## config.mk

```make
export PLATFORM = sky130hd
export DESIGN_NAME = ocg_clock_gen
export DESIGN_NICKNAME = d
export VERILOG_FILES = /design/src/core/ocg_fast_osc.v /design/src/core/ocg_clock_gen.v
export VERILOG_INCLUDE_DIRS = /design/src /design/src/core
export SDC_FILE = /design/constraint.sdc
export NUM_CORES = 1
export LEC_CHECK = 0
export ABC_AREA = 1
export ABC_CLOCK_PERIOD_IN_PS = 5070
export BUFFER_PORTS_ARGS = -buffer_cell sky130_fd_sc_hd__buf_2
export CAP_MARGIN = 30
export CORE_AREA = 2 2 109 111
export CTS_CLUSTER_DIAMETER = 200
export DETAILED_ROUTE_END_ITERATION = 6
export DIE_AREA = 0 0 111 113
export PLACE_DENSITY_LB_ADDON = 0.05
export SLEW_MARGIN = 20
export SYNTH_ARGS = -nofsm -noshare
export SYNTH_HDL_FRONTEND = slang
export SYNTH_HIERARCHICAL = 1
export SYNTH_SLANG_ARGS = --single-unit
```

## constraint.sdc

```tcl
create_clock -name core_clk -period 5.07 [get_ports core_clk]
set_clock_uncertainty 0.05 [all_clocks]
set_input_delay 0.7605 -clock core_clk [delete_from_list [all_inputs] [get_ports core_clk]]
set_output_delay 0.7605 -clock core_clk [all_outputs]
set_load 0.01 [all_outputs]
```

## src/core/ocg_regs.vh

```
// register offsets, fields, reset values and timing counts of the clock generator
`ifndef OCG_REGS_VH
`define OCG_REGS_VH
`define OCG_ADDR_W 20
`define OCG_FREQ_SEL_ADDR 20'hF00A8
`define OCG_SPEED_MODE_ADDR 20'hF00F3
`define OCG_SPEED_MODE_RESET 8'h00
`define OCG_SUPPLY_BIT 4
`define OCG_CODE_W 3
`define OCG_CODE_20M 3'h1
`define OCG_CODE_10M 3'h2
`define OCG_CODE_5M 3'h3
`define OCG_CODE_2M5 3'h4
`define OCG_CODE_1M25 3'h5
`define OCG_CODE_DEFAULT 3'h1
`define OCG_ACC_W 16
`define OCG_CORE_KHZ 250000
`define OCG_INC_20M (20000 * 65536 / (`OCG_CORE_KHZ / 2))
`define OCG_INC_10M (10000 * 65536 / (`OCG_CORE_KHZ / 2))
`define OCG_INC_5M (5000 * 65536 / (`OCG_CORE_KHZ / 2))
`define OCG_INC_2M5 (2500 * 65536 / (`OCG_CORE_KHZ / 2))
`define OCG_INC_1M25 (1250 * 65536 / (`OCG_CORE_KHZ / 2))
`define OCG_STAB_NS 1000
`define OCG_STAB_CYC ((`OCG_STAB_NS * 250 + 999) / 1000)
`define OCG_OLD_CLKS 3
`define OCG_NEW_CLKS 3
`define OCG_CNT_W 9
`endif

```

## src/core/ocg_fast_osc.v

```verilog
// fast on-chip oscillator model: phase accumulator on the core clock
`timescale 1ns/10ps
`include "ocg_regs.vh"
module ocg_fast_osc (
  input wire core_clk,
  input wire rst_n,
  input wire run,
  input wire [2:0] code,
  output reg osc_clk_reg,
  output reg rise_tick_reg
);
  reg [`OCG_ACC_W-1:0] acc_reg;
  reg [31:0] inc32;
  wire [`OCG_ACC_W:0] sum;
  always @* begin
    case (code)
      `OCG_CODE_10M: inc32 = `OCG_INC_10M;
      `OCG_CODE_5M: inc32 = `OCG_INC_5M;
      `OCG_CODE_2M5: inc32 = `OCG_INC_2M5;
      `OCG_CODE_1M25: inc32 = `OCG_INC_1M25;
      default: inc32 = `OCG_INC_20M;
    endcase
  end
  assign sum = {1'b0, acc_reg} + {1'b0, inc32[`OCG_ACC_W-1:0]};
  always @(posedge core_clk) begin
    if (!rst_n || !run) begin
      acc_reg <= {`OCG_ACC_W{1'b0}};
      osc_clk_reg <= 1'b0;
      rise_tick_reg <= 1'b0;
    end else begin
      acc_reg <= sum[`OCG_ACC_W-1:0];
      rise_tick_reg <= sum[`OCG_ACC_W] & ~osc_clk_reg;
      if (sum[`OCG_ACC_W])
        osc_clk_reg <= ~osc_clk_reg;
    end
  end
endmodule // ocg_fast_osc

```

## src/core/ocg_clock_gen.v

```verilog
// clock generator: fast/slow oscillator control, start-up, switching, standby
//
// Design decision made here: the plain strobed port.
`timescale 1ns/10ps
`include "ocg_regs.vh"
module ocg_clock_gen (
  input wire core_clk,
  input wire rst_n,
  input wire por_detect,
  input wire [7:0] cfg_option_byte,
  input wire wdt_running,
  input wire halt_req,
  input wire stop_req,
  input wire wake_irq,
  input wire [19:0] reg_addr,
  input wire [7:0] reg_wdata,
  input wire reg_wr,
  input wire reg_rd,
  output reg [7:0] reg_rdata,
  output wire fast_osc_clock,
  output reg fast_osc_run,
  output reg slow_osc_run,
  output reg main_system_clock_tick,
  output reg cpu_clock_tick,
  output reg cpu_reset_n,
  output reg halt_active,
  output reg stop_active,
  output reg switch_busy
);
  localparam [6:0] ST_POR = 7'h01;
  localparam [6:0] ST_STAB = 7'h02;
  localparam [6:0] ST_RUN = 7'h04;
  localparam [6:0] ST_SW_OLD = 7'h08;
  localparam [6:0] ST_SW_NEW = 7'h10;
  localparam [6:0] ST_HALT = 7'h20;
  localparam [6:0] ST_STOP = 7'h40;

  reg [6:0] state_reg;
  reg [6:0] state_next;
  reg [`OCG_CNT_W-1:0] cnt_reg;
  reg [`OCG_CNT_W-1:0] cnt_next;
  reg [2:0] freq_sel_reg;
  reg [2:0] active_code_reg;
  reg [2:0] active_code_next;
  // code latched at switch start; writes during a switch wait for the next one
  reg [2:0] target_code_reg;
  reg [2:0] target_code_next;
  reg [7:0] speed_mode_reg;
  reg por_meta_reg;
  reg por_sync_reg;
  reg osc_run_next;
  wire osc_tick;
  wire cfg_valid;
  wire wr_valid;
  wire [2:0] cfg_code;

  function is_valid_code;
    input [2:0] c;
    begin
      is_valid_code = (c >= `OCG_CODE_20M) && (c <= `OCG_CODE_1M25);
    end
  endfunction

  assign cfg_code = cfg_option_byte[2:0];
  assign cfg_valid = is_valid_code(cfg_code);
  assign wr_valid = is_valid_code(reg_wdata[2:0]);

  // power-on detect pin passes two flops
  always @(posedge core_clk) begin
    if (!rst_n) begin
      por_meta_reg <= 1'b0;
      por_sync_reg <= 1'b0;
    end else begin
      por_meta_reg <= por_detect;
      por_sync_reg <= por_meta_reg;
    end
  end

  ocg_fast_osc u_fast_osc (
    .core_clk(core_clk),
    .rst_n(rst_n),
    .run(fast_osc_run),
    .code(active_code_reg),
    .osc_clk_reg(fast_osc_clock),
    .rise_tick_reg(osc_tick)
  );

  // registers
  always @(posedge core_clk) begin
    if (!rst_n) begin
      freq_sel_reg <= cfg_valid ? cfg_code : `OCG_CODE_DEFAULT;
      speed_mode_reg <= `OCG_SPEED_MODE_RESET;
    end else if (reg_wr) begin
      if (reg_addr == `OCG_FREQ_SEL_ADDR && wr_valid)
        freq_sel_reg <= reg_wdata[2:0];
      if (reg_addr == `OCG_SPEED_MODE_ADDR)
        speed_mode_reg <= reg_wdata & (8'h01 << `OCG_SUPPLY_BIT);
    end
  end

  always @(posedge core_clk) begin
    if (!rst_n)
      reg_rdata <= 8'h00;
    else if (reg_rd && reg_addr == `OCG_FREQ_SEL_ADDR)
      reg_rdata <= {5'h00, freq_sel_reg};
    else if (reg_rd && reg_addr == `OCG_SPEED_MODE_ADDR)
      reg_rdata <= speed_mode_reg;
    else
      reg_rdata <= 8'h00;
  end

  // slow oscillator gate; its clock never reaches the CPU path
  always @(posedge core_clk) begin
    if (!rst_n)
      slow_osc_run <= 1'b0;
    else
      slow_osc_run <= wdt_running | speed_mode_reg[`OCG_SUPPLY_BIT];
  end

  // sequencer
  always @* begin
    state_next = state_reg;
    cnt_next = cnt_reg;
    active_code_next = active_code_reg;
    target_code_next = target_code_reg;
    osc_run_next = 1'b1;
    case (state_reg)
      ST_POR: begin
        osc_run_next = 1'b0;
        cnt_next = {`OCG_CNT_W{1'b0}};
        if (por_sync_reg) begin
          state_next = ST_STAB;
          osc_run_next = 1'b1;
        end
      end
      ST_STAB: begin
        if (cnt_reg == `OCG_STAB_CYC - 1) begin
          state_next = ST_RUN;
          cnt_next = {`OCG_CNT_W{1'b0}};
        end else begin
          cnt_next = cnt_reg + 1'b1;
        end
      end
      ST_RUN: begin
        cnt_next = {`OCG_CNT_W{1'b0}};
        if (stop_req) begin
          state_next = ST_STOP;
          osc_run_next = 1'b0;
        end else if (halt_req) begin
          state_next = ST_HALT;
        end else if (freq_sel_reg != active_code_reg) begin
          state_next = ST_SW_OLD;
          target_code_next = freq_sel_reg;
        end
      end
      ST_SW_OLD: begin
        if (osc_tick) begin
          if (cnt_reg == `OCG_OLD_CLKS - 1) begin
            state_next = ST_SW_NEW;
            active_code_next = target_code_reg;
            cnt_next = {`OCG_CNT_W{1'b0}};
          end else begin
            cnt_next = cnt_reg + 1'b1;
          end
        end
      end
      ST_SW_NEW: begin
        if (osc_tick) begin
          if (cnt_reg == `OCG_NEW_CLKS - 1) begin
            state_next = ST_RUN;
            cnt_next = {`OCG_CNT_W{1'b0}};
          end else begin
            cnt_next = cnt_reg + 1'b1;
          end
        end
      end
      ST_HALT: begin
        if (wake_irq)
          state_next = ST_RUN;
      end
      ST_STOP: begin
        osc_run_next = 1'b0;
        cnt_next = {`OCG_CNT_W{1'b0}};
        // oscillator restarts one cycle later so it never overlaps stop_active
        if (wake_irq)
          state_next = ST_STAB;
      end
      default: begin
        state_next = ST_POR;
        osc_run_next = 1'b0;
      end
    endcase
  end

  always @(posedge core_clk) begin
    if (!rst_n) begin
      state_reg <= ST_POR;
      cnt_reg <= {`OCG_CNT_W{1'b0}};
      active_code_reg <= cfg_valid ? cfg_code : `OCG_CODE_DEFAULT;
      target_code_reg <= cfg_valid ? cfg_code : `OCG_CODE_DEFAULT;
      fast_osc_run <= 1'b0;
    end else begin
      state_reg <= state_next;
      cnt_reg <= cnt_next;
      active_code_reg <= active_code_next;
      target_code_reg <= target_code_next;
      fast_osc_run <= osc_run_next;
    end
  end

  // clock enables and status outputs
  always @(posedge core_clk) begin
    if (!rst_n) begin
      main_system_clock_tick <= 1'b0;
      cpu_clock_tick <= 1'b0;
      cpu_reset_n <= 1'b0;
      halt_active <= 1'b0;
      stop_active <= 1'b0;
      switch_busy <= 1'b0;
    end else begin
      // no tick on the edge that stops the oscillator
      main_system_clock_tick <= osc_tick & osc_run_next &
        ((state_reg == ST_RUN) || (state_reg == ST_SW_OLD) || (state_reg == ST_HALT));
      cpu_clock_tick <= osc_tick & osc_run_next &
        ((state_reg == ST_RUN) || (state_reg == ST_SW_OLD));
      if (state_reg == ST_RUN)
        cpu_reset_n <= 1'b1;
      halt_active <= (state_reg == ST_HALT);
      stop_active <= (state_reg == ST_STOP);
      switch_busy <= (state_reg == ST_SW_OLD) || (state_reg == ST_SW_NEW);
    end
  end
endmodule // ocg_clock_gen

```

## Yosys cells after proc, flatten, opt, wreduce, memory -nomap -nowiden

Cells that the tools add are included.

- Memory bits (read-only): 0
- Flip-flop bits (word level): 58
- Input bits: 45
- Memories kept: 0
- Word-level logic and storage cells: 126
- Memory bits (writable): 0
- Latch bits: 0

- Reductions and logical operators: 22
- $lt $le $gt $ge: 4
- Add/sub/neg operators: 2
- Shift-type cells: 0
- Muxes and demuxes: 34
- $mul: 0
- Eq/ne operators: 35
- Div/mod/pow operators: 0
- Bitwise logic cells: 8

Operators by type and width:

| cell | count |
|---|---|
| $mux W7 | 11 |
| $pmux W14 S4 | 1 |
| $pmux W7 S7 | 1 |
| $mux W3 | 14 |
| $eq A20 B20 Y1 const B | 2 |
| $mux W9 | 3 |
| $pmux W9 S3 | 1 |
| $ne A2 B1 Y1 const B | 10 |
| $add A16 B14 Y17 | 1 |
| $ne A2 B2 Y1 const B | 8 |
| $add A9 B1 Y9 const B | 1 |
| $eq A9 B2 Y1 const B | 1 |
| $eq A9 B8 Y1 const B | 1 |
| $reduce_and A9 Y1 | 1 |
| $eq A7 B1 Y1 const B | 1 |
| $eq A7 B2 Y1 const B | 1 |
| $eq A7 B3 Y1 const B | 1 |
| $eq A7 B4 Y1 const B | 1 |
| $eq A7 B5 Y1 const B | 1 |
| $eq A7 B6 Y1 const B | 1 |
| $eq A7 B7 Y1 const B | 1 |
| $eq A3 B2 Y1 const B | 2 |
| $eq A3 B3 Y1 const B | 2 |
| $ge A3 B1 Y1 const B | 2 |
| other kinds (18) | 36 |

## Logic depth before layout (Yosys ltp)

- Depth in word-level cells: 6
- Depth in mapped cells: 16
- Mapped depth without buffers: 16

## By module

The synthesis kept the hierarchy.

Modules (own cells, without submodules):

| module | area an instance (um2) | times used | cells an instance |
|---|---|---|---|
| ocg_clock_gen | 2396.0 | 1 | 350 |
| ocg_fast_osc | 1418.9 | 1 | 242 |

## Worst setup path after synthesis

OpenSTA, ideal clock, no wires.

- Path type: register to register
- Start point: reg active_code_reg[1]
- End point: reg u_fast_osc.acc_reg[14]
- Stages on the path, launching flop included: 15
- Setup slack: 2883 ps
- Arrival time: 2022 ps
- Clock period less this slack: 2187 ps
- Buffers on the path: 0
- Path through: edfxtp_1 -> nor2_1 -> nor2_1 -> nor2_1 -> inv_1 -> ha_1 -> fa_1 -> nand2_1 -> nand2_1 -> nand3b_1 -> nand2_1 -> nand2_1 -> nand3_1 -> nand2_1 -> nor2_1

- Longest elaborated chain between the ends: 3
- Elaborated cells between the ends (all ways): 6
- Those cells by class: add/sub (1); eq/ne (4); mux (1)

RTL lines:

| what | line | source |
|---|---|---|
| start, declared | ocg_clock_gen.v:43 | `reg [2:0] active_code_reg;` |
| start signal, assigned | ocg_clock_gen.v:199 | `` active_code_reg <= cfg_valid ? cfg_code : `OCG_CODE_DEFAULT; `` |
| start signal, assigned | ocg_clock_gen.v:205 | `active_code_reg <= active_code_next;` |
| $eq A3 B3 Y1 / $eq A3 B2 Y1 (equally long branches) | ocg_fast_osc.v:16 | `case (code)` |
| $pmux W14 S4 * | ocg_fast_osc.v:16 |  |
| $add A16 B14 Y17 * | ocg_fast_osc.v:24 | `` assign sum = {1'b0, acc_reg} + {1'b0, inc32[`OCG_ACC_W-1:0]}; `` |
| end signal, assigned | ocg_fast_osc.v:27 | `` acc_reg <= {`OCG_ACC_W{1'b0}}; `` |
| end signal, assigned | ocg_fast_osc.v:31 | `` acc_reg <= sum[`OCG_ACC_W-1:0]; `` |
| end, declared | ocg_fast_osc.v:12 | `` reg [`OCG_ACC_W-1:0] acc_reg; `` |

Every way passes the cells marked *; elsewhere a longest branch is shown, timed or not.
A chain may end at the register's enable or synchronous reset.

## Worst setup path after layout

- Start point: reg active_code_reg[2]
- End point: reg u_fast_osc.acc_reg[10]

Same word-level chain as after synthesis.

==> results.sh <==
export IMPL_synth_edff_count=9
export IMPL_whs_ns=0.363
export IMPL_die_h_um=113
export IMPL_syn_inst=592
export IMPL_drtIter0Drc=174
export IMPL_numPlacedInstances=774
export IMPL_rows=39
export IMPL_p_total_mw=1.76
export IMPL_clock_fmax_mhz=381
export IMPL_drive_gt1_share_pct=15.9
export IMPL_dieArea_um2=12500
export IMPL_cts_hold_buf=0
export IMPL_cap_violations=0
export IMPL_cts_resized=0
export IMPL_hold_violations=0
export IMPL_initial_utilization_pct=33.8
export IMPL_critPathMaxFanout=4
export IMPL_largest_register_ffs=16
export IMPL_area_delta_synth_final_pct=17.8
export IMPL_worstHoldPathType="flip-flop to flip-flop"
export IMPL_die_w_um=111
export IMPL_grt_max_degree=24
export IMPL_crit_required_ns=5.30
export IMPL_numPortBuffers=48
export IMPL_ctsLongestPathBuffers=2
export IMPL_synth_async_reset_ratio_pct=0
export IMPL_overflow=0
export IMPL_gp_congestion=0.829
export IMPL_wire_per_inst_um=11.8
export IMPL_rsz0062_at_grt="no"
export IMPL_place_ws_ns=2.42
export IMPL_min_period_ns=2.63
export IMPL_ant_nets=0
export IMPL_final_cells=791
export IMPL_antenna_found_initial=0
export IMPL_relSlewSlack_pct=59.3
export IMPL_seq_area_frac_synth_pct=32.8
export IMPL_vias=3543
export IMPL_synth_largest_area_cell="dfxtp_1"
export IMPL_totalWireLength_um=9320
export IMPL_nets=706
export IMPL_place_area_um2=4170
export IMPL_viasPerCell=4.48
export IMPL_setup_viol=0
export IMPL_cts_buffers=9
export IMPL_ys_ff_latch=58
export IMPL_syn_mean_instance_area_um2=6.44
export IMPL_tightest_slew_ns=0.605
export IMPL_netlist_area_um2=3810
export IMPL_synthTopCellsByCount="nand2_1, inv_1, nor2_1"
export IMPL_cts_tree="done"
export IMPL_grt_pass1_vias=3441
export IMPL_clock_latency_ns=0.34
export IMPL_coreArea_um2=11300
export IMPL_first_pass_iters=4
export IMPL_worst_slack_ns=2.44
export IMPL_drc_errors=0
export IMPL_post_route_period_util_pct=51.8
export IMPL_ir_drop_v=0.000210
export IMPL_ios=62
export IMPL_power_density_nw_per_um2=392
export IMPL_grt_pass1_wl_um=16200
export IMPL_path_clk_slew_ns=0.06
export IMPL_crit_type="flip-flop to flip-flop"
export IMPL_final_area_um2=4490
export IMPL_clock_root_buffer="clkbuf_16"
export IMPL_utilization_pct=39.9
export IMPL_arrival_ns=2.86
export IMPL_status="finished clean"
export IMPL_synth_most_common_cell="nand2_1"
export IMPL_startpoint_type="flip-flop"
export IMPL_setup_tns_ns=0
export IMPL_hpwl_um=7200
export IMPL_cts_max_level=3
export IMPL_p_leak_nw=2.34
export IMPL_synthTopCellsByArea="dfxtp_1, nand2_1, inv_1"
export IMPL_antenna_cells=0
export IMPL_cts_setup_buffers=0
export IMPL_synthDistinctLibCells=39
export IMPL_synth_top_area_share_pct=25.7
export IMPL_cts_sinks=58
export IMPL_synth_main_ff_cell="dfxtp_1"
export IMPL_ys_warnings_count=6
export IMPL_drv_slew=0
export IMPL_cp_end_kind="flip-flop"
export IMPL_track_usage_pct=16.3
## kinds of logic after synthesis
logic type / synth area share, %
compound gates: 7.41
xor+xnor: 2.07
fa+ha+maj: 6.10
buf+inv: 11.5
flops: 32.8
other cells: 0.0983
simple gates: 40.0
## path summary, 6_finish.rpt
check                           cells after the start                endpoint  slack, ns          startpoint
worst max-delay path                               15  u_fast_osc/acc_reg[10]       2.44  active_code_reg[2]
worst max register to register                     15  u_fast_osc/acc_reg[10]       2.44  active_code_reg[2]
worst min register to register                      2            por_sync_reg       0.36        por_meta_reg
worst min-delay path                                2            por_sync_reg       0.36        por_meta_reg
## critical path, stage by stage, from the launching register on
cell and delay (ns):
edfxtp_1 0.44, nor2_1 0.25, nor2_1 0.16, nor2_1 0.22, inv_1 0.07, ha_1 0.21
fa_1 0.40, nand2_1 0.14, nand2_1 0.06, nand3b_1 0.10, nand2_1 0.12, nand2_1 0.09
nand2_1 0.06, nand2_1 0.06, nand2_1 0.04, nor2_1 0.10
## layer usage
| layer | vias up | track usage, % | wire length [um] |
|---|---|---|---|
| met5 | - | 0 | 0 |
| met4 | 0 | 4.92 | 126 |
| met3 | 12 | 5.09 | 315 |
| met2 | 31 | 28.5 | 4460 |
| met1 | 1565 | 19.4 | 4420 |
| li1 | 1935 | - | - |
## report_power, final
part / internal [mW] / leakage (nW) / switching (mW)
Combinational: 0.175 / 1.70 / 0.394
Clock: 0.426 / 0.150 / 0.221
Sequential: 0.509 / 0.486 / 0.0345
## cell usage in the layout, fill, tap and decap left out, types with 2 or more instances in the layout
cell type	Yosys	routed
a21oi_2	9	9
a21oi_1	23	23
nand2_2	10	10
nand3_1	36	36
dfxtp_1	49	49
bufinv_16	0	2
clkinv_2	0	2
nor2_4	2	2
xor2_1	5	5
inv_2	5	5
nand2_4	2	2
nand2_1	181	181
conb_1	1	4
xnor2_1	4	4
nor2_2	9	9
and2_1	2	2
nand4_1	8	8
buf_2	1	48
nor2_1	76	76
o21ai_0	11	11
inv_1	92	92
nor3_1	14	14
edfxtp_1	9	9
ha_1	17	17
clkbuf_16	0	9
nand3b_1	3	3
## cell type report
type / instances / area, um2
Fill cell: 1276 / 6780
Multi-Input combinational cell: 428 / 2130
Sequential cell: 58 / 1250
Inverter: 97 / 364
Timing Repair Buffer: 49 / 255
Clock buffer: 10 / 229
Tap cell: 143 / 179
Clock inverter: 6 / 81.3
No activity file was read; power rests on OpenSTA's default activity.
